### src/hdl/dcl_pkg.sv
package dcl_pkg;
    // ------------------------------------------------------------
    // timing
    // ------------------------------------------------------------
    localparam int unsigned CLK_HZ         = 125000000;
    localparam int unsigned MS_PER_S       = 1000;
    localparam int unsigned MS_CYCLES      = CLK_HZ / MS_PER_S;  // cycles per millisecond
    localparam logic [15:0] OPER_MS        = 16'd150;            // activity pulse length
    localparam logic [15:0] MIN_PULSE_MS   = 16'd1000;           // earliest early withdrawal
    localparam logic [15:0] PULSE_MS_MIN   = 16'd100;
    localparam logic [15:0] PULSE_MS_MAX   = 16'd60000;
    localparam logic [15:0] PULSE_MS_RST   = 16'd1000;
    localparam logic [15:0] INTER_MS_MIN   = 16'd20;
    localparam logic [15:0] INTER_MS_MAX   = 16'd60000;
    localparam logic [15:0] INTER_MS_RST   = 16'd10000;

    // ------------------------------------------------------------
    // register word indices (byte address = 4 * index)
    // ------------------------------------------------------------
    localparam logic [3:0] REG_COMMAND     = 4'h0;  // wo: [0] direction, [1] source remote
    localparam logic [3:0] REG_PULSE_MS    = 4'h1;  // rw: pulse duration in ms
    localparam logic [3:0] REG_INTER_MS    = 4'h2;  // rw: max intermediate time in ms
    localparam logic [3:0] REG_STATUS      = 4'h3;  // ro: block state
    localparam logic [3:0] REG_OP_COUNT    = 4'h4;  // ro count, any write clears it
    localparam logic [3:0] REG_IRQ_STATUS  = 4'h5;  // ro sticky events
    localparam logic [3:0] REG_IRQ_CLEAR   = 4'h6;  // wo write one to clear
    localparam logic [3:0] REG_IRQ_ENABLE  = 4'h7;  // rw mask

    // command and status fields
    localparam int CMD_DIR_BIT    = 0;  // 0 open, 1 close
    localparam int CMD_SRC_BIT    = 1;  // 0 local, 1 remote
    localparam int ST_CODE_LSB    = 0;
    localparam int ST_OPENED_BIT  = 2;
    localparam int ST_CLOSED_BIT  = 3;
    localparam int ST_OPEN_BIT    = 4;
    localparam int ST_CLOSE_BIT   = 5;
    localparam int ST_OPER_BIT    = 6;

    // event bits
    localparam int EV_STATE       = 0;  // position state code changed
    localparam int EV_REFUSED     = 1;  // command written but not executed
    localparam int EV_ISSUED      = 2;  // command pulse started
    localparam int EV_WIDTH       = 3;

    // position state codes
    typedef enum logic [1:0] {
        DCL_POS_INTER = 2'h0,
        DCL_POS_OFF   = 2'h1,
        DCL_POS_ON    = 2'h2,
        DCL_POS_BAD   = 2'h3
    } dcl_pos_t;
endpackage : dcl_pkg

### src/hdl/dcl_disconnector_ctrl.sv
// What this block does
// - an accepted open command drives open_command_pulse for the pulse duration setting.
// - an accepted close command drives close_command_pulse for the pulse duration setting.
// - each switching operation reached while operation_pulse is low gives one 150 ms pulse on operation_pulse.
// - closed_filtered follows the filtered on state of the position inputs.
// - opened_filtered follows the filtered off state of the position inputs.
// - the operation counter adds one at each rising edge of operation_pulse.
// - a counter reset request from software clears the operation counter.
// - position code is 0 intermediate, 1 off, 2 on, 3 bad from the two position inputs.
// - each change of the position code raises a state event carrying the new code.
// - command value off gives an open pulse and value on gives a close pulse.
// - a command runs only with its source permission and its direction permit both active.
// - all timing runs from an exact millisecond tick, well inside 5 percent or 15 ms.
// - pulse duration is set from 100 to 60000 ms in 1 ms steps, default 1000 ms.
// - a command pulse ends early on confirmed position, but never before 1000 ms.
// - missing valid position is reported intermediate only after the max intermediate time.
// - while process_block is active no command is executed.
//
// The Avalon-MM register port and the placing of the registers were chosen for this implementation.
`timescale 1ns/10ps
module dcl_disconnector_ctrl #(
    parameter int unsigned MS_CYCLES = dcl_pkg::MS_CYCLES
) (
    input  wire logic        clock,
    input  wire logic        reset_n,
    input  wire logic [3:0]  avs_address,
    input  wire logic        avs_read,
    input  wire logic        avs_write,
    input  wire logic [31:0] avs_writedata,
    output logic      [31:0] avs_readdata,
    output logic             avs_waitrequest,
    input  wire logic        local_permit,
    input  wire logic        remote_permit,
    input  wire logic        open_permit,
    input  wire logic        close_permit,
    input  wire logic        process_block,
    input  wire logic        open_position_input,
    input  wire logic        closed_position_input,
    output logic             open_command_pulse,
    output logic             close_command_pulse,
    output logic             operation_pulse,
    output logic             opened_filtered,
    output logic             closed_filtered,
    output logic [1:0]       position_state_code,
    output logic             state_event,
    output logic [1:0]       state_event_code,
    output logic             irq
);
    // ------------------------------------------------------------
    // functions
    // ------------------------------------------------------------
    // clamp a millisecond setting into its legal range
    function automatic logic [15:0] dcl_clamp(input logic [31:0] v, input logic [15:0] lo,
                                              input logic [15:0] hi);
        if (v < {16'h0000, lo}) begin
            return lo;
        end else if (v > {16'h0000, hi}) begin
            return hi;
        end
        return v[15:0];
    endfunction : dcl_clamp

    // saturating millisecond count step
    function automatic logic [15:0] dcl_inc(input logic [15:0] v, input logic tick);
        return (tick && v != 16'hffff) ? v + 16'h0001 : v;
    endfunction : dcl_inc

    // ------------------------------------------------------------
    // millisecond timebase
    // ------------------------------------------------------------
    localparam int unsigned DIV_W = $clog2(MS_CYCLES);
    localparam logic [DIV_W-1:0] DIV_LAST = DIV_W'(MS_CYCLES - 1);
    logic [DIV_W-1:0] div_ff;
    wire              ms_tick = (div_ff == DIV_LAST);

    // divider wraps once per millisecond
    always_ff @(posedge clock or negedge reset_n) begin
        if (!reset_n) begin
            div_ff <= '0;
        end else begin
            div_ff <= ms_tick ? '0 : div_ff + DIV_W'(1);
        end
    end

    // ------------------------------------------------------------
    // avalon slave
    // ------------------------------------------------------------
    logic        ack_ff;
    logic [15:0] pulse_ms_ff;
    logic [15:0] inter_ms_ff;
    localparam int EV_BITS = dcl_pkg::EV_WIDTH;
    logic [31:0] op_count_ff;
    logic [EV_BITS-1:0] irq_status_ff;
    logic [EV_BITS-1:0] irq_enable_ff;

    wire wr_take  = avs_write & ack_ff;
    wire wr_cmd   = wr_take && avs_address == dcl_pkg::REG_COMMAND;
    wire wr_pulse = wr_take && avs_address == dcl_pkg::REG_PULSE_MS;
    wire wr_inter = wr_take && avs_address == dcl_pkg::REG_INTER_MS;
    wire wr_cnt   = wr_take && avs_address == dcl_pkg::REG_OP_COUNT;
    wire wr_clr   = wr_take && avs_address == dcl_pkg::REG_IRQ_CLEAR;
    wire wr_ena   = wr_take && avs_address == dcl_pkg::REG_IRQ_ENABLE;

    // one wait cycle, then the answer
    assign avs_waitrequest = (avs_read | avs_write) & ~ack_ff;

    wire [31:0] status_word = {25'h0, operation_pulse, close_command_pulse, open_command_pulse,
                               closed_filtered, opened_filtered, position_state_code};
    logic [31:0] rd_mux;
    // read data selection, unmapped reads zero
    always_comb begin
        case (avs_address)
            dcl_pkg::REG_PULSE_MS:   rd_mux = {16'h0000, pulse_ms_ff};
            dcl_pkg::REG_INTER_MS:   rd_mux = {16'h0000, inter_ms_ff};
            dcl_pkg::REG_STATUS:     rd_mux = status_word;
            dcl_pkg::REG_OP_COUNT:   rd_mux = op_count_ff;
            dcl_pkg::REG_IRQ_STATUS: rd_mux = {29'h0, irq_status_ff};
            dcl_pkg::REG_IRQ_ENABLE: rd_mux = {29'h0, irq_enable_ff};
            default:                 rd_mux = 32'h0000_0000;
        endcase
    end

    // bus handshake and settings
    always_ff @(posedge clock or negedge reset_n) begin
        if (!reset_n) begin
            ack_ff       <= 1'b0;
            avs_readdata <= 32'h0000_0000;
            pulse_ms_ff  <= dcl_pkg::PULSE_MS_RST;
            inter_ms_ff  <= dcl_pkg::INTER_MS_RST;
            irq_enable_ff <= '0;
        end else begin
            ack_ff <= (avs_read | avs_write) & ~ack_ff;
            if (avs_read && !ack_ff) begin
                avs_readdata <= rd_mux;
            end
            if (wr_pulse) begin
                pulse_ms_ff <= dcl_clamp(avs_writedata, dcl_pkg::PULSE_MS_MIN, dcl_pkg::PULSE_MS_MAX);
            end
            if (wr_inter) begin
                inter_ms_ff <= dcl_clamp(avs_writedata, dcl_pkg::INTER_MS_MIN, dcl_pkg::INTER_MS_MAX);
            end
            if (wr_ena) begin
                irq_enable_ff <= avs_writedata[EV_BITS-1:0];
            end
        end
    end

    // ------------------------------------------------------------
    // position decode and filter
    // ------------------------------------------------------------
    wire [1:0] raw_code = {closed_position_input, open_position_input};
    wire       raw_inter = (raw_code == dcl_pkg::DCL_POS_INTER);
    logic [15:0] inter_cnt_ff;
    logic [1:0]  pos_ff;
    wire         inter_expired = (inter_cnt_ff >= inter_ms_ff);
    wire [1:0]   nxt_pos = !raw_inter ? raw_code : (inter_expired ? raw_code : pos_ff);
    wire         pos_change = (nxt_pos != pos_ff);

    // hold last valid code until intermediate time runs out
    always_ff @(posedge clock or negedge reset_n) begin
        if (!reset_n) begin
            inter_cnt_ff <= 16'h0000;
            pos_ff       <= dcl_pkg::DCL_POS_INTER;
        end else begin
            inter_cnt_ff <= raw_inter ? dcl_inc(inter_cnt_ff, ms_tick) : 16'h0000;
            pos_ff       <= nxt_pos;
        end
    end
    assign position_state_code = pos_ff;
    assign opened_filtered     = (pos_ff == dcl_pkg::DCL_POS_OFF);
    assign closed_filtered     = (pos_ff == dcl_pkg::DCL_POS_ON);

    // state event carries the new code
    always_ff @(posedge clock or negedge reset_n) begin
        if (!reset_n) begin
            state_event      <= 1'b0;
            state_event_code <= 2'h0;
        end else begin
            state_event <= pos_change;
            if (pos_change) begin
                state_event_code <= nxt_pos;
            end
        end
    end

    // ------------------------------------------------------------
    // command pulses
    // ------------------------------------------------------------
    logic        open_ff;
    logic        close_ff;
    logic [15:0] cmd_ms_ff;
    wire busy      = open_ff | close_ff;
    wire cmd_dir   = avs_writedata[dcl_pkg::CMD_DIR_BIT];
    wire src_ok    = avs_writedata[dcl_pkg::CMD_SRC_BIT] ? remote_permit : local_permit;
    wire dir_ok    = cmd_dir ? close_permit : open_permit;
    wire cmd_go    = wr_cmd & src_ok & dir_ok & ~process_block & ~busy;
    wire cmd_refus = wr_cmd & ~cmd_go;
    wire confirmed = open_ff ? (raw_code == dcl_pkg::DCL_POS_OFF) : (raw_code == dcl_pkg::DCL_POS_ON);
    wire min_done  = (cmd_ms_ff >= dcl_pkg::MIN_PULSE_MS);
    wire full_done = (cmd_ms_ff >= pulse_ms_ff);
    wire cmd_end   = busy & (full_done | (confirmed & min_done));

    // pulse start, count and end
    always_ff @(posedge clock or negedge reset_n) begin
        if (!reset_n) begin
            open_ff   <= 1'b0;
            close_ff  <= 1'b0;
            cmd_ms_ff <= 16'h0000;
        end else if (cmd_go) begin
            open_ff   <= ~cmd_dir;
            close_ff  <= cmd_dir;
            cmd_ms_ff <= 16'h0000;
        end else if (cmd_end) begin
            open_ff   <= 1'b0;
            close_ff  <= 1'b0;
            cmd_ms_ff <= 16'h0000;
        end else if (busy) begin
            cmd_ms_ff <= dcl_inc(cmd_ms_ff, ms_tick);
        end
    end
    assign open_command_pulse  = open_ff;
    assign close_command_pulse = close_ff;

    // ------------------------------------------------------------
    // operation pulse and counter
    // ------------------------------------------------------------
    logic        oper_ff;
    logic [15:0] oper_ms_ff;
    wire oper_start = pos_change & ~oper_ff &
                      (nxt_pos == dcl_pkg::DCL_POS_OFF || nxt_pos == dcl_pkg::DCL_POS_ON);
    wire oper_end   = oper_ff & (oper_ms_ff >= dcl_pkg::OPER_MS);

    // fixed 150 ms pulse, counted once per start
    always_ff @(posedge clock or negedge reset_n) begin
        if (!reset_n) begin
            oper_ff     <= 1'b0;
            oper_ms_ff  <= 16'h0000;
            op_count_ff <= 32'h0000_0000;
        end else begin
            if (oper_start) begin
                oper_ff    <= 1'b1;
                oper_ms_ff <= 16'h0000;
            end else if (oper_end) begin
                oper_ff    <= 1'b0;
            end else if (oper_ff) begin
                oper_ms_ff <= dcl_inc(oper_ms_ff, ms_tick);
            end
            if (wr_cnt) begin
                op_count_ff <= {31'h0, oper_start};
            end else if (oper_start) begin
                op_count_ff <= op_count_ff + 32'h0000_0001;
            end
        end
    end
    assign operation_pulse = oper_ff;

    // ------------------------------------------------------------
    // interrupts
    // ------------------------------------------------------------
    wire [EV_BITS-1:0] ev_set = {cmd_go, cmd_refus, pos_change};
    wire [EV_BITS-1:0] ev_clr = wr_clr ? avs_writedata[EV_BITS-1:0] : '0;

    // sticky events, a new event beats the clear
    always_ff @(posedge clock or negedge reset_n) begin
        if (!reset_n) begin
            irq_status_ff <= '0;
        end else begin
            irq_status_ff <= (irq_status_ff & ~ev_clr) | ev_set;
        end
    end
    assign irq = |(irq_status_ff & irq_enable_ff);
endmodule : dcl_disconnector_ctrl

### config.mk
export PLATFORM = sky130hd
export DESIGN_NAME = dcl_disconnector_ctrl
export DESIGN_NICKNAME = d
export VERILOG_FILES = /design/src/hdl/dcl_pkg.sv /design/src/hdl/dcl_disconnector_ctrl.sv
export SDC_FILE = /design/constraint.sdc
export NUM_CORES = 1
export LEC_CHECK = 0
export ABC_AREA = 1
export BUFFER_PORTS_ARGS = -buffer_cell sky130_fd_sc_hd__buf_2
export CORE_UTILIZATION = 40
export CTS_BUF_LIST = sky130_fd_sc_hd__clkbuf_8
export CTS_CLUSTER_SIZE = 25
export DETAILED_ROUTE_END_ITERATION = 16
export MAX_ROUTING_LAYER = met4
export PLACE_DENSITY = 0.54
export SYNTH_ARGS = -nofsm -noshare
export SYNTH_HDL_FRONTEND = slang
export SYNTH_SLANG_ARGS = --single-unit
### constraint.sdc
create_clock -name clock -period 4.05 [get_ports clock]
set_input_delay 0.405 -clock clock [delete_from_list [all_inputs] [get_ports clock]]
set_output_delay 0.405 -clock clock [all_outputs]
set_load 0.01 [all_outputs]
=== Yosys cells after proc, flatten, opt, wreduce, memory -nomap -nowiden ===
Index checks and enable logic that the tools add are counted.

* Bits in registers: 176
* Output and inout bits: 44

* Multiplexer cells: 35
* Reduce and logical (&&, ||, !) cells: 24
* Bitwise gates (word level): 25
* Order comparisons: 7
* $add $sub $neg: 5
* Equality and inequality tests: 20

{| class="wikitable"
|+ Operators by type and width
! cell !! number
|-
| 16-bit two-way mux || 15
|-
| 32-bit case mux with 6 select lines || 1
|-
| 32-bit two-way mux || 2
|-
| 16-bit by 1-bit adder with 16-bit output (second input constant) || 3
|-
| 16-bit != test (second input constant) || 3
|-
| 32-bit by 1-bit adder with 32-bit output (second input constant) || 1
|-
| 16-bit >= comparator || 2
|-
| 32-bit by 16-bit greater-than comparator with 1-bit output (second input constant) || 1
|-
| 32-bit by 5-bit < comparator with 1-bit output (second input constant) || 1
|-
| 32-bit by 7-bit < comparator with 1-bit output (second input constant) || 1
|-
| 17-bit by 1-bit adder with 17-bit output (second input constant) || 1
|-
| 17-bit equality test (second input constant) || 1
|-
| 17-bit two-way mux || 1
|-
| 4-bit by 3-bit equality test with 1-bit output (second input constant) || 4
|-
| 16-bit by 10-bit >= comparator with 1-bit output (second input constant) || 1
|-
| 16-bit by 8-bit >= comparator with 1-bit output (second input constant) || 1
|-
| 1-bit two-way mux || 13
|-
| 1-bit bitwise AND || 12
|-
| 1-bit logical AND || 10
|-
| 2-bit nonzero test || 5
|-
| 4-bit by 2-bit equality test with 1-bit output (second input constant) || 2
|-
| 3-bit bitwise AND || 2
|-
| 2-bit by 1-bit equality test with 1-bit output (second input constant) || 3
|-
| 2-bit equality test (second input constant) || 3
|-
| other kinds (18) || 27
|}

=== Longest topological paths before layout ===
Gate-level depths: netlist of the first run.

* Word-level depth: 9
* Mapped depth: 20
* Depth with buffers taken out: 18

=== Least setup slack after synthesis of the first run ===
Ideal clock, no wire load.

* Kind: register to register
* Start point: register inter_ms_ff[9]
* End point: register op_count_ff[1]
* Setup time: 117 ps
* Data required time: 3,933 ps
* Period minus slack after synthesis: 2,159 ps
* Path slack: 1,891 ps
* Stages on the path, launching flop included: 15
* Data arrival time: 2,041 ps
* Cells stage by stage: dfstp_2 -> inv_1 -> ha_1 -> a21oi_1 -> o21ai_1 -> a21oi_2 -> nand3_2 -> nand3_1 -> nand2_1 -> nor2_4 -> nor2_4 -> buf_6 -> buf_12 -> nand3_2 -> nand2_1

* Longest elaborated chain between the ends: 7
* Elaborated cells on any way between the ends: 10
* Classes of those cells: 1 x order compare; 3 x eq/ne; 2 x mux; 2 x bitwise; 2 x reduce/logical

{| class="wikitable"
|+ RTL lines
! what !! line !! text
|-
| start: declaration || dcl_disconnector_ctrl.sv:90 || <nowiki>logic [15:0] inter_ms_ff;</nowiki>
|-
| start signal: assignment || dcl_disconnector_ctrl.sv:129 || <nowiki>inter_ms_ff <= dcl_pkg::INTER_MS_RST;</nowiki>
|-
| start signal: assignment || dcl_disconnector_ctrl.sv:140 || <nowiki>inter_ms_ff <= dcl_clamp(avs_writedata, dcl_pkg::INTER_MS_MIN, dcl_pkg::INTER_MS_MAX);</nowiki>
|-
| 16-bit >= comparator * || dcl_disconnector_ctrl.sv:155 || <nowiki>wire inter_expired = (inter_cnt_ff >= inter_ms_ff);</nowiki>
|-
| 2-bit two-way mux * (2 in a row) || dcl_disconnector_ctrl.sv:156 || <nowiki>wire [1:0] nxt_pos = !raw_inter ? raw_code : (inter_expired ? raw_code : pos_ff);</nowiki>
|-
| 2-bit != test, or another cell as far along || dcl_disconnector_ctrl.sv:157 || <nowiki>wire pos_change = (nxt_pos != pos_ff);</nowiki>
|-
| 1-bit bitwise AND / 1-bit logical OR (equally long branches) || dcl_disconnector_ctrl.sv:229, dcl_disconnector_ctrl.sv:230 ||
|-
| 1-bit bitwise AND * || dcl_disconnector_ctrl.sv:229 || <nowiki>wire oper_start = pos_change & ~oper_ff &</nowiki>
|-
| 2-bit nonzero test (no source line) * || -- ||
|-
| end signal: assignment || dcl_disconnector_ctrl.sv:249 || <nowiki>op_count_ff <= {31'h0, oper_start};</nowiki>
|-
| end signal: assignment || dcl_disconnector_ctrl.sv:251 || <nowiki>op_count_ff <= op_count_ff + 32'h0000_0001;</nowiki>
|-
| end: declaration || dcl_disconnector_ctrl.sv:92 || <nowiki>logic [31:0] op_count_ff;</nowiki>
|}

Every way passes the cells marked *; elsewhere a longest branch is shown, timed or not.
A chain may end at the register's enable or synchronous reset.

=== Worst setup path after layout of the first run ===
* Start point: register inter_ms_ff[9]
* End point: register oper_ms_ff[3]

* Longest elaborated chain between the ends: 8
* Elaborated cells on any way between the ends: 14
* Classes of those cells: 1 x order compare; 4 x eq/ne; 3 x mux; 2 x bitwise; 4 x reduce/logical

{| class="wikitable"
|+ RTL lines
! what !! line !! text
|-
| 16-bit >= comparator * || dcl_disconnector_ctrl.sv:155 ||
|-
| 2-bit two-way mux * (2 in a row) || dcl_disconnector_ctrl.sv:156 ||
|-
| net nxt_pos[1] || dcl_disconnector_ctrl.sv:156 ||
|-
| 2-bit != test, or another cell as far along || dcl_disconnector_ctrl.sv:157 ||
|-
| 1-bit bitwise AND / 1-bit logical OR (equally long branches) || dcl_disconnector_ctrl.sv:229, dcl_disconnector_ctrl.sv:230 ||
|-
| 1-bit bitwise AND * || dcl_disconnector_ctrl.sv:229 ||
|-
| 2-bit != test (no source line) / 2-bit nonzero test (equally long branches) || -- ||
|-
| 3-bit AND reduction (no source line) || -- ||
|-
| end signal: assignment || dcl_disconnector_ctrl.sv:246 || <nowiki>oper_ms_ff <= dcl_inc(oper_ms_ff, ms_tick);</nowiki>
|-
| end: declaration || dcl_disconnector_ctrl.sv:228 || <nowiki>logic [15:0] oper_ms_ff;</nowiki>
|}

Mark *: on every way through the listed nets, which the timed path passes. The rest lies on a longest branch.

==> results of run 1 <==
[placed cells by master, fill, tap and decap left out, drive strengths merged, types with 15 or more instances in the layout]
cell    netlist  final
dfrtp       165    165
nor4         15     15
clkbuf       18     19
o22ai        22     22
inv         196    203
nand2       289    289
nor2        124    124
nand4        46     46
xor2         44     44
nand3       123    123
o21ai       102    102
a21oi        31     31
ha           39     39
buf          22    102
nor3         39     39
[through the flow]
| stage | worst slack (ns) | util [%] | hold WS (ns) | cells | power, mW |
|---|---|---|---|---|---|
| floorplan | 1.89 | - | 0.109 | 1343 | 2.46 |
| global placement | 1.10 | 44.1 | 0.479 | 1735 | 2.72 |
| detailed placement | 1.07 | 44.1 | 0.482 | 1735 | 2.74 |
| CTS | 1.05 | 45.6 | 0.0574 | 1767 | 3.99 |
| global route | 0.871 | 45.6 | 0.0987 | 1767 | 4.15 |
| finish | 1.05 | 45.6 | 0.0247 | 1767 | 3.94 |
[layout make-up]
type | instances | area, sq um | area share, %
inverter | 198 | 743 | 6.42
multi-input combinational | 929 | 5060 | 43.7
timing repair buffer | 102 | 559 | 4.83
clock buffer | 19 | 262 | 2.26
clock inverter | 13 | 123 | 1.06
sequential | 176 | 4420 | 38.2
tap | 330 | 413 | 3.57
[final timing paths]
| path | endpoint | slack (ns) |
|---|---|---|
| max in group asynchronous | inter_ms_ff[4] | 3.03 |
| hold reg to reg | div_ff[16] | 0.50 |
| hold / removal | avs_readdata[25] | 0.02 |
| min in group clock | pulse_ms_ff[3] | 0.20 |
| setup reg to reg | oper_ms_ff[3] | 1.05 |
| setup / recovery | oper_ms_ff[3] | 1.05 |
[flip-flops by register name (all words and copies together) (netlist names)]
| signal | count |
|---|---|
| avs_readdata | 32 |
| position_state_code | 2 |
| operation_pulse | 1 |
| inter_cnt_ff | 16 |
| div_ff | 17 |
| cmd_ms_ff | 16 |
| state_event | 1 |
| ack_ff | 1 |
| op_count_ff | 32 |
| close_command_pulse | 1 |
| inter_ms_ff | 16 |
| state_event_code | 2 |
| irq_status_ff | 3 |
| irq_enable_ff | 3 |
| oper_ms_ff | 16 |
| open_command_pulse | 1 |
| pulse_ms_ff | 16 |
[cell families (layout without fill, tap and decap cells)]
kind of cell | Yosys count | count (layout)
buffers and inverters | 238 | 332
adders and majority gates | 39 | 39
muxes | 8 | 8
AOI/OAI and AO/OA | 187 | 187
xor gates and xnor gates | 54 | 54
DFF | 176 | 176
and+or+nand+nor | 641 | 641
[Yosys cell counts (6+ instances only)]
cell	instances	area, sq um
nand3_1	109	546
inv_1	186	698
inv_2	10	37.5
nand4_1	45	282
nor4_1	13	81.3
nor2_1	117	439
xor2_1	44	385
o21ai_1	6	30.0
nor3_1	35	175
mux2_2	8	90.1
clkbuf_1	17	63.8
o21ai_0	96	480
dfstp_2	11	289
nand2_2	6	37.5
a21oi_1	30	150
xnor2_1	10	87.6
dfrtp_1	165	4130
o31ai_1	10	75.1
buf_2	10	50.1
nand3_2	14	140
ha_1	39	488
o22ai_1	22	138
nand2_1	283	1060
[worst max-delay path: stages, from the launching register on]
cell and delay (ns):
dfstp_2 0.52, inv_1 0.06, ha_1 0.31, a21oi_1 0.15, o21ai_1 0.09, a21oi_2 0.26, nand3_2 0.14, nand2_2 0.11
inv_2 0.04, nand2_1 0.07, nand3_2 0.08, nor2_4 0.69, buf_4 0.30, nor2_1 0.06
[layer usage]
metal	track usage [%]	wire length, um	share of wire [%]
met3	3.73	1190	4.2
met2	34.7	12900	46
met1	30.3	13500	48
met4	6.99	643	2.3
met5	-	0	0
[power groups by stage]
stage / combinational (mW) / clock (mW) / sequential, mW
floorplan: 0.424 / 0 / 2.03
global placement: 0.680 / 0 / 2.04
detailed placement: 0.696 / 0 / 2.05
CTS: 0.702 / 1.27 / 2.01
global route: 0.784 / 1.33 / 2.03
finish: 0.692 / 1.23 / 2.01
==> results.md, run 1 <==
- First-pass GRT wire length: 45,900 um
- Initial DRC count: 719
- Area of the mapped netlist: 0.0104 sq mm
- Synth Area in Adders: 4.68%
- CTS sink cnt: 176
- Leak Pwr: 5.88 nW
- Setup Skew: 0.0179 ns
- Fin area: 0.0116 sq mm
- Post-Synthesis Cells: 1,343
- DRT Pass-1 Iters: 6
- Row count: 58
- Final setup fails: 0
- Peak VDD IR: 0.000165 V
- Max Clk Rate: 0.333 GHz
- Worst Setup End Kind: register
- Largest family of logic cells by synthesized area: simple AND/OR/NAND/NOR gates
- Hold Fails Final Rpt: 0
- Mux share of post-synthesis cell area: 0.863%
- Worst Max-Slew Pin Slew: 1.08 ns
- Fillers: 2,627
- Post-synthesis compound-gate area fraction: 10.2%
- Root Buffer Master: clkbuf_8
- Fin nets: 1,510
- Placed cell areas: 0.0112 sq mm
- Setup TNS: 0 ns
- Dpl hpwl: 21,100 um
- Avg Inst Size Synth: 7.77 sq um
- Die Ht: 164 um
- Post-synth EDFFs: 0
- Antenna diodes: 0
- Die Area: 0.0267 sq mm
- Total gr overflow: 0
- Cell Int Power: 2.72 mW
- Core area: 0.0254 sq mm
- GRT Total Usage: 22.6%
- CTS tree: yes
- # port buffers: 90
- RD Place Congestion: 0.889
- Register area share after synthesis: 42.3%
- Xor-xnor portion of the synthesized cell area: 4.53%
- Vias in the first global route: 8,705
- CTS resizes: 0
- Unrepaired setup endpoints after global routing: no
- Reg2reg start: inter_ms_ff[9]
- Initial antenna violation count: 0
- Sw Ratio: 30.9%
- Net switching power: 1.22 mW
- CTS Hold Buffers Added: 0
- Vias per cell: 5.17
- H-tree depth: 4
- FFs w/ async S/R, synth: 100%
- Max-cap violations: 0
- Drt drc: 0
- Fin crit share: 74.1%
- Post-synth cell types: 49
- Max-slew headroom: 27.8%
- Postcts setup bufs: 0
- Hold Path Class: primary input to asynchronous set/reset pin
- CTS Buffer Depth: 2
- Avg WL per Cell: 16.0 um
- Final Max Slew Viols: 0
- I/O pin total: 91
- Clk slew on worst S/H paths: 0.10 ns
- Clock group share of total power: 31.3%
- CP max FO: 34
- Largest net degree at the start of global routing: 95
- Synth warnings: 0
- P&R area growth vs syn: 10.9%
- Sequential power share: 51.1%
- Drt total wl: 28,200 um
- Synth Register Bits: 176
- Antenna viol nets, final: 0
- Critical path required time: 4.40 ns
- Min Tclk post-route: 3.00 ns
- Synth Area in Simple Gates: 28.2%
- Critical Path Start: inter_ms_ff[9]
- Pwr/cell area: 340 mW/mm^2
- Share of post-route cells with drive strength above 1: 13.6%
- Die Width: 164 um
- Arrival time worst endpoint: 3.36 ns
- Initial Util: 41.1%
- Combinational power share: 17.6%
- R2R depth: 13
- CTS Buf Count: 17
- Critical setup path kind: register to register
- Startpoint Class: register
- DR vias: 9,129
- Worst-Skew Late Latency: 0.46 ns
- Syn nets: 1,429
- Predominant post-synthesis flop cell: dfrtp_1
- Status: finished clean
No activity file was read; power rests on OpenSTA's default activity.
==> inputs of run 2 (changes only) <==
--- a/config.mk
+++ b/config.mk
@@ -12,7 +12,7 @@
 export CTS_CLUSTER_SIZE = 25
 export DETAILED_ROUTE_END_ITERATION = 16
 export MAX_ROUTING_LAYER = met4
-export PLACE_DENSITY = 0.54
+export PLACE_DENSITY = 0.56
 export SYNTH_ARGS = -nofsm -noshare
 export SYNTH_HDL_FRONTEND = slang
 export SYNTH_SLANG_ARGS = --single-unit
==> constraint.sdc (replaced) <==
create_clock -name clock -period 2.7 [get_ports clock]
set_input_delay 0.27 -clock clock [delete_from_list [all_inputs] [get_ports clock]]
set_output_delay 0.27 -clock clock [all_outputs]
set_load 0.01 [all_outputs]
==> results.md, run 2 (synthesis gave the netlist of run 1 again) <==
- RD Place Congestion: 0.869 (-2.2%)
- Worst Max-Slew Pin Slew: 0.703 ns (-0.378 ns)
- Total gr overflow: 0 (unchanged)
- Max Clk Rate: 0.412 GHz (+24%)
- CP max FO: 48 (+41%)
- Initial DRC count: 774 (+7.6%)
- Drt drc: 0 (unchanged)
- Cell Int Power: 4.04 mW (+48%)
- Top Registers: avs_readdata: 32 flops, op_count_ff: 32 flops, div_ff: 17 flops
- Leak Pwr: 5.94 nW (+0.89%)
- Total chip power: 5.91 mW (+50%)
- Worst Setup End Kind: register
- Arrival time worst endpoint: 2.78 ns (-0.58 ns)
- First-pass GRT wire length: 46,500 um (+1.2%)
- Max-cap violations: 0 (unchanged)
- Die Width: 164 um (unchanged)
- Commonest non-fill, non-tap cell in the layout: nand2_1
- Vias per cell: 5.13 (-0.71%)
- Combinational power share: 18.0% (+0.4 points)
- Drt total wl: 28,400 um (+0.75%)
- DRT Pass-1 Iters: 5 (-1)
- H-tree depth: 4 (unchanged)
- DR vias: 9,141 (+0.13%)
- Final std cells w/o fill: 1,782 (+0.85%)
- # port buffers: 90 (unchanged)
- Status: finished clean
- Root Buffer Master: clkbuf_8
- CTS resizes: 0 (unchanged)
- Initial Util: 41.1% (unchanged)
- Vias in the first global route: 8,757 (+0.60%)
- Worst-Skew Late Latency: 0.47 ns (about the same)
- Max-slew headroom: 53.1% (+25 points)
- Peak VDD IR: 0.000248 V (+50%)
- Row count: 58 (unchanged)
- CTS sink cnt: 176 (unchanged)
- Worst path bufs/invs: 2 (-1)
- Clock group share of total power: 30.7% (-0.6 points)
- Core area: 0.0254 sq mm (unchanged)
- Share of post-route cells with drive strength above 1: 14.8% (+1.2 points)
- CTS tree: yes
- Setup Skew: 0.0177 ns (-0.000118 ns)
- Crit-path max cell delay: 0.53 ns (-0.16 ns)
- Die Ht: 164 um (unchanged)
- I/O pin total: 91 (unchanged)
- Hold Fails Final Rpt: 0 (unchanged)
- Unrepaired setup endpoints after global routing: no
- Placed Cells: 1,749 (+0.81%)
- Final Max Slew Viols: 0 (unchanged)
- CTS Buffer Depth: 2 (unchanged)
- Final setup fails: 0 (unchanged)
- Sw Ratio: 31.7% (+0.73 points)
- Initial antenna violation count: 1 (+1)
- Critical setup path kind: register to register
- Hold Path Class: primary input to register
- Hold Crit Depth: 3
- Critical path required time: 3.05 ns (-1.35 ns)
- Startpoint Class: register
- Fin crit share: 89.9% (+16 points)
- WHS: 0.0593 ns (+0.0346 ns)
- Fillers: 2,637 (+0.38%)
- CP cell instances: inv_1 > ha_1 > a21oi_1 > o21ai_1 > a21oi_2 > nand3_2 > nand3_1 > nand2_1 > nor2_4 > nor2_4 > buf_12 > o21ai_0 > nand2_1
- Postcts setup bufs: 0 (unchanged)
- Pwr/cell area: 504 mW/mm^2 (+48%)
- Sequential power share: 51.3% (+0.2 points)
- Largest net degree at the start of global routing: 70 (-26%)
- Levels on crit path: 13 (unchanged)
- Fin area: 0.0117 sq mm (+1.2%)
- Setup TNS: 0 ns (unchanged)
- P&R area growth vs syn: 12.2%
- Dpl hpwl: 21,600 um (+2.0%)
- Min Tclk post-route: 2.43 ns (-0.576 ns)
- Fin nets: 1,525 (+0.99%)
- GRT Total Usage: 22.9% (+0.29 points)
- Critical path's top delay family: simple AND/OR/NAND/NOR gates
- Most frequent cells in the layout: nand2_1, inv_1, dfrtp_1, nor2_1, nand3_1
- Avg WL per Cell: 16.0 um (-0.10%)
- Die Area: 0.0267 sq mm (unchanged)
- Clk slew on worst S/H paths: 0.10 ns (about the same)
- Antenna viol nets, final: 0 (unchanged)
- R2R depth: 13 (unchanged)
- Net switching power: 1.87 mW (+54%)
- CTS Buf Count: 17 (unchanged)
- Antenna diodes: 0 (unchanged)
- Placed cell areas: 0.0113 sq mm (+1.2%)
- Worst path slowest cell: dfstp_2
run 2: cell count changes in the layout (fill, tap and decap cells not counted), sizes merged:
cell	previous run	this run
clkinvlp	1	4
inv	203	198
clkbuf	19	20
clkinv	5	7
bufinv	2	1
dlygate4sd3	0	1
buf	102	116
run 2: worst paths after layout:
path	from	to	slack, ns
worst min register to register	div_ff[0]	div_ff[0]	0.50
min in group asynchronous	reset_n	avs_readdata[23]	0.36
worst max-delay path	inter_ms_ff[9]	op_count_ff[0]	0.27
worst max register to register	inter_ms_ff[9]	op_count_ff[0]	0.27
max in group asynchronous	reset_n	inter_cnt_ff[13]	1.52
worst min-delay path	avs_writedata[3]	pulse_ms_ff[3]	0.06
run 2: cell type report:
class	instances	area (sq um)	area share (%)
repair buffers	117	699	5.97
multi-input cells	929	5060	43.2
inverters	198	743	6.35
clock inverters	12	106	0.908
flip-flops and latches	176	4420	37.7
well taps	330	413	3.53
clock buffers	20	275	2.35
run 2: layer usage:
metal / part of all wire [%] / global-route usage [%]
met1: 48 / 30.8
met5: 0 / -
met4: 2.3 / 7.58
met3: 3.9 / 3.20
met2: 46 / 35.3
run 2: per-stage QoR:
step / util, % / worst slack, ns
global placement: 44.6 / 0.343
CTS: 46.1 / 0.259
global route: 46.1 / 0.0178
finish: 46.1 / 0.273
detailed placement: 44.6 / 0.289
floorplan: - / 0.541
run 2: repair_timing:
item | 4_1_cts | 5_1_grt
setup endpoints to repair | 0 | 0
endpoints found under the hold margin | 58 | 0
hold buffers | 1 | 0
run 2: worst min-delay path, delay by kind of cell:
family,cells,cell delay (ns)
buf+inv,1,0.12
compound gates,1,0.07
simple gates,1,0.06
run 2: power by group through the flow:
stage | registers, mW | logic [mW] | clock network (mW)
after floorplan | 3.05 | 0.635 | 0
after global placement | 3.07 | 1.04 | 0
after detailed placement | 3.08 | 1.07 | 0
after CTS | 3.03 | 1.07 | 1.87
after global routing | 3.05 | 1.19 | 1.97
final | 3.03 | 1.06 | 1.81
==> inputs of run 3 (changes only) <==
--- a/config.mk
+++ b/config.mk
@@ -6,7 +6,7 @@
 export NUM_CORES = 1
 export LEC_CHECK = 0
 export ABC_AREA = 1
-export BUFFER_PORTS_ARGS = -buffer_cell sky130_fd_sc_hd__buf_2
+export BUFFER_PORTS_ARGS = -buffer_cell sky130_fd_sc_hd__buf_4
 export CORE_UTILIZATION = 40
 export CTS_BUF_LIST = sky130_fd_sc_hd__clkbuf_8
 export CTS_CLUSTER_SIZE = 25
==> results.md, run 3 (synthesis gave the netlist of run 1 again) <==
- Unrepaired setup endpoints after global routing: no
- Worst Setup End Kind: register
- Critical path required time: 3.10 ns (+0.05 ns)
- Avg WL per Cell: 16.1 um (+0.92%)
- Max-slew headroom: 53.5% (+0.33 points)
- Initial Util: 41.1% (unchanged)
- Leak Pwr: 5.96 nW (+0.47%)
- DR vias: 9,221 (+0.88%)
- CTS Buffer Depth: 2 (unchanged)
- Die Area: 0.0267 sq mm (unchanged)
- Vias per cell: 5.18 (+0.99%)
- Peak VDD IR: 0.000385 V (+55%)
- Root Buffer Master: clkbuf_8
- CTS tree: yes
- Core area: 0.0254 sq mm (unchanged)
- Most frequent cells in the layout: nand2_1, inv_1, dfrtp_1, nor2_1, buf_4
- CP max FO: 48 (unchanged)
- Setup Skew: 0.0165 ns (-0.00118 ns)
- Pwr/cell area: 496 mW/mm^2 (-1.6%)
- Antenna diodes: 0 (unchanged)
- Fillers: 2,571 (-2.5%)
- CTS resizes: 0 (unchanged)
- Vias in the first global route: 8,720 (-0.42%)
- Sw Ratio: 32.0% (+0.33 points)
- Initial antenna violation count: 0 (-1)
- Antenna viol nets, final: 0 (unchanged)
- Hold Path Class: primary input to register
- Total gr overflow: 0 (unchanged)
- H-tree depth: 4 (unchanged)
- Min Tclk post-route: 2.45 ns (+0.0200 ns)
- P&R area growth vs syn: 14.1%
- Drt total wl: 28,700 um (+0.81%)
- Cell Int Power: 4.02 mW (-0.47%)
- Final Max Slew Viols: 0 (unchanged)
- Arrival time worst endpoint: 2.85 ns (+0.07 ns)
- Commonest non-fill, non-tap cell in the layout: nand2_1
- CTS sink cnt: 176 (unchanged)
- Initial DRC count: 662 (-14%)
- Max Clk Rate: 0.409 GHz (-0.82%)
- I/O pin total: 91 (unchanged)
- First-pass GRT wire length: 46,700 um (+0.36%)
- CTS Buf Count: 17 (unchanged)
- DRT Pass-1 Iters: 5 (unchanged)
- Hold Fails Final Rpt: 0 (unchanged)
- Total chip power: 5.91 mW (about the same)
- Setup TNS: 0 ns (unchanged)
- Max-cap violations: 0 (unchanged)
- Die Width: 164 um (unchanged)
- Net switching power: 1.89 mW (+1.0%)
- Worst-Skew Late Latency: 0.47 ns (about the same)
- Worst Max-Slew Pin Slew: 0.698 ns (-0.00500 ns)
- Clock group share of total power: 30.2% (-0.5 points)
- Status: finished clean
- Final std cells w/o fill: 1,780 (-0.11%)
- Placed Cells: 1,747 (-0.11%)
- Final setup fails: 0 (unchanged)
- Sequential power share: 51.2% (about the same)
- Largest net degree at the start of global routing: 69 (-1.4%)
- Clk slew on worst S/H paths: 0.10 ns (about the same)
- Dpl hpwl: 21,800 um (+1.1%)
- Row count: 58 (unchanged)
- Startpoint Class: register
- Share of post-route cells with drive strength above 1: 14.7% (-0.12 points)
- Top Registers: avs_readdata: 32 flops, op_count_ff: 32 flops, div_ff: 17 flops
- Fin nets: 1,523 (-0.13%)
- GRT Total Usage: 23.1% (+0.21 points)
- # port buffers: 90 (unchanged)
- Critical setup path kind: register to register
- Fin crit share: 90.6% (+0.74 points)
- Drt drc: 0 (unchanged)
- Die Ht: 164 um (unchanged)
- Combinational power share: 18.6% (+0.6 points)
- RD Place Congestion: 0.863 (-0.72%)
-- run 3: cell count changes in the layout (fill, tap and decap cells not counted), sizes merged --
cell / delta
buf: -2
inv: +1
clkbuf: +1
clkinv: -2
bufinv: -1
clkinvlp: +1
-- run 3: stage by stage --
step	area [sq um]	setup slack [ns]	hold WS (ns)	utilization [%]
6_report	11900	0.253	0.0638	46.9
2_1_floorplan	10400	0.541	-0.0256	-
4_1_cts	11900	0.262	0.0358	46.9
5_1_grt	11900	0.0456	0.0443	46.9
3_5_place_dp	11500	0.266	0.334	45.4
3_3_place_gp	11500	0.327	0.334	45.4
-- run 3: area by class of cell --
| type | count | area [sq um] | share of cell area (%) |
|---|---|---|---|
| Tap cell | 330 | 413 | 3.47 |
| Sequential cell | 176 | 4420 | 37.1 |
| Timing Repair Buffer | 115 | 907 | 7.62 |
| Clock buffer | 21 | 289 | 2.43 |
| Clock inverter | 11 | 78.8 | 0.662 |
| Multi-Input combinational cell | 929 | 5060 | 42.5 |
| Inverter | 198 | 743 | 6.24 |
-- run 3: critical path: stages (launching register included) --
cell,delay [ns]
dfstp_2,0.52
inv_1,0.06
ha_1,0.30
a21oi_1,0.15
o21ai_1,0.09
a21oi_2,0.25
nand3_2,0.14
nand2_2,0.12
inv_2,0.04
nand2_1,0.06
nand3_2,0.08
nor2_4,0.11
buf_12,0.25
nand3_1,0.11
nand2_1,0.07
-- run 3: power by group through the flow --
stage          clock [mW]  combinational [mW]  sequential, mW
3_3_place_gp            0                1.09            3.07
4_1_cts              1.82                1.11            3.02
5_1_grt              1.92                1.23            3.05
3_5_place_dp            0                1.10            3.08
6_report             1.78                1.10            3.02
2_1_floorplan           0               0.635            3.05
-- run 3: timing repair --
item	CTS	global route
hold buffers	1	0
endpoints found under the hold margin	63	0
buffers inserted	0	0
-- run 3: worst paths after layout --
path	slack, ns	depth (start not counted)	end	startpoint
setup / recovery	0.25	14	op_count_ff[19]	inter_ms_ff[9]
hold / removal	0.06	3	pulse_ms_ff[8]	avs_writedata[8]
setup reg to reg	0.25	14	op_count_ff[19]	inter_ms_ff[9]
hold reg to reg	0.50	1	div_ff[0]	div_ff[0]
max in group asynchronous	1.51	3	oper_ms_ff[12]	reset_n
min in group asynchronous	0.34	2	avs_readdata[24]	reset_n
-- run 3: metal layers --
metal	vias up	wire length, um	track usage (%)
li1	4609	-	-
met1	4385	13500	31.8
met2	206	13500	35.7
met3	21	1240	3.53
met4	0	380	5.35
met5	-	0	-
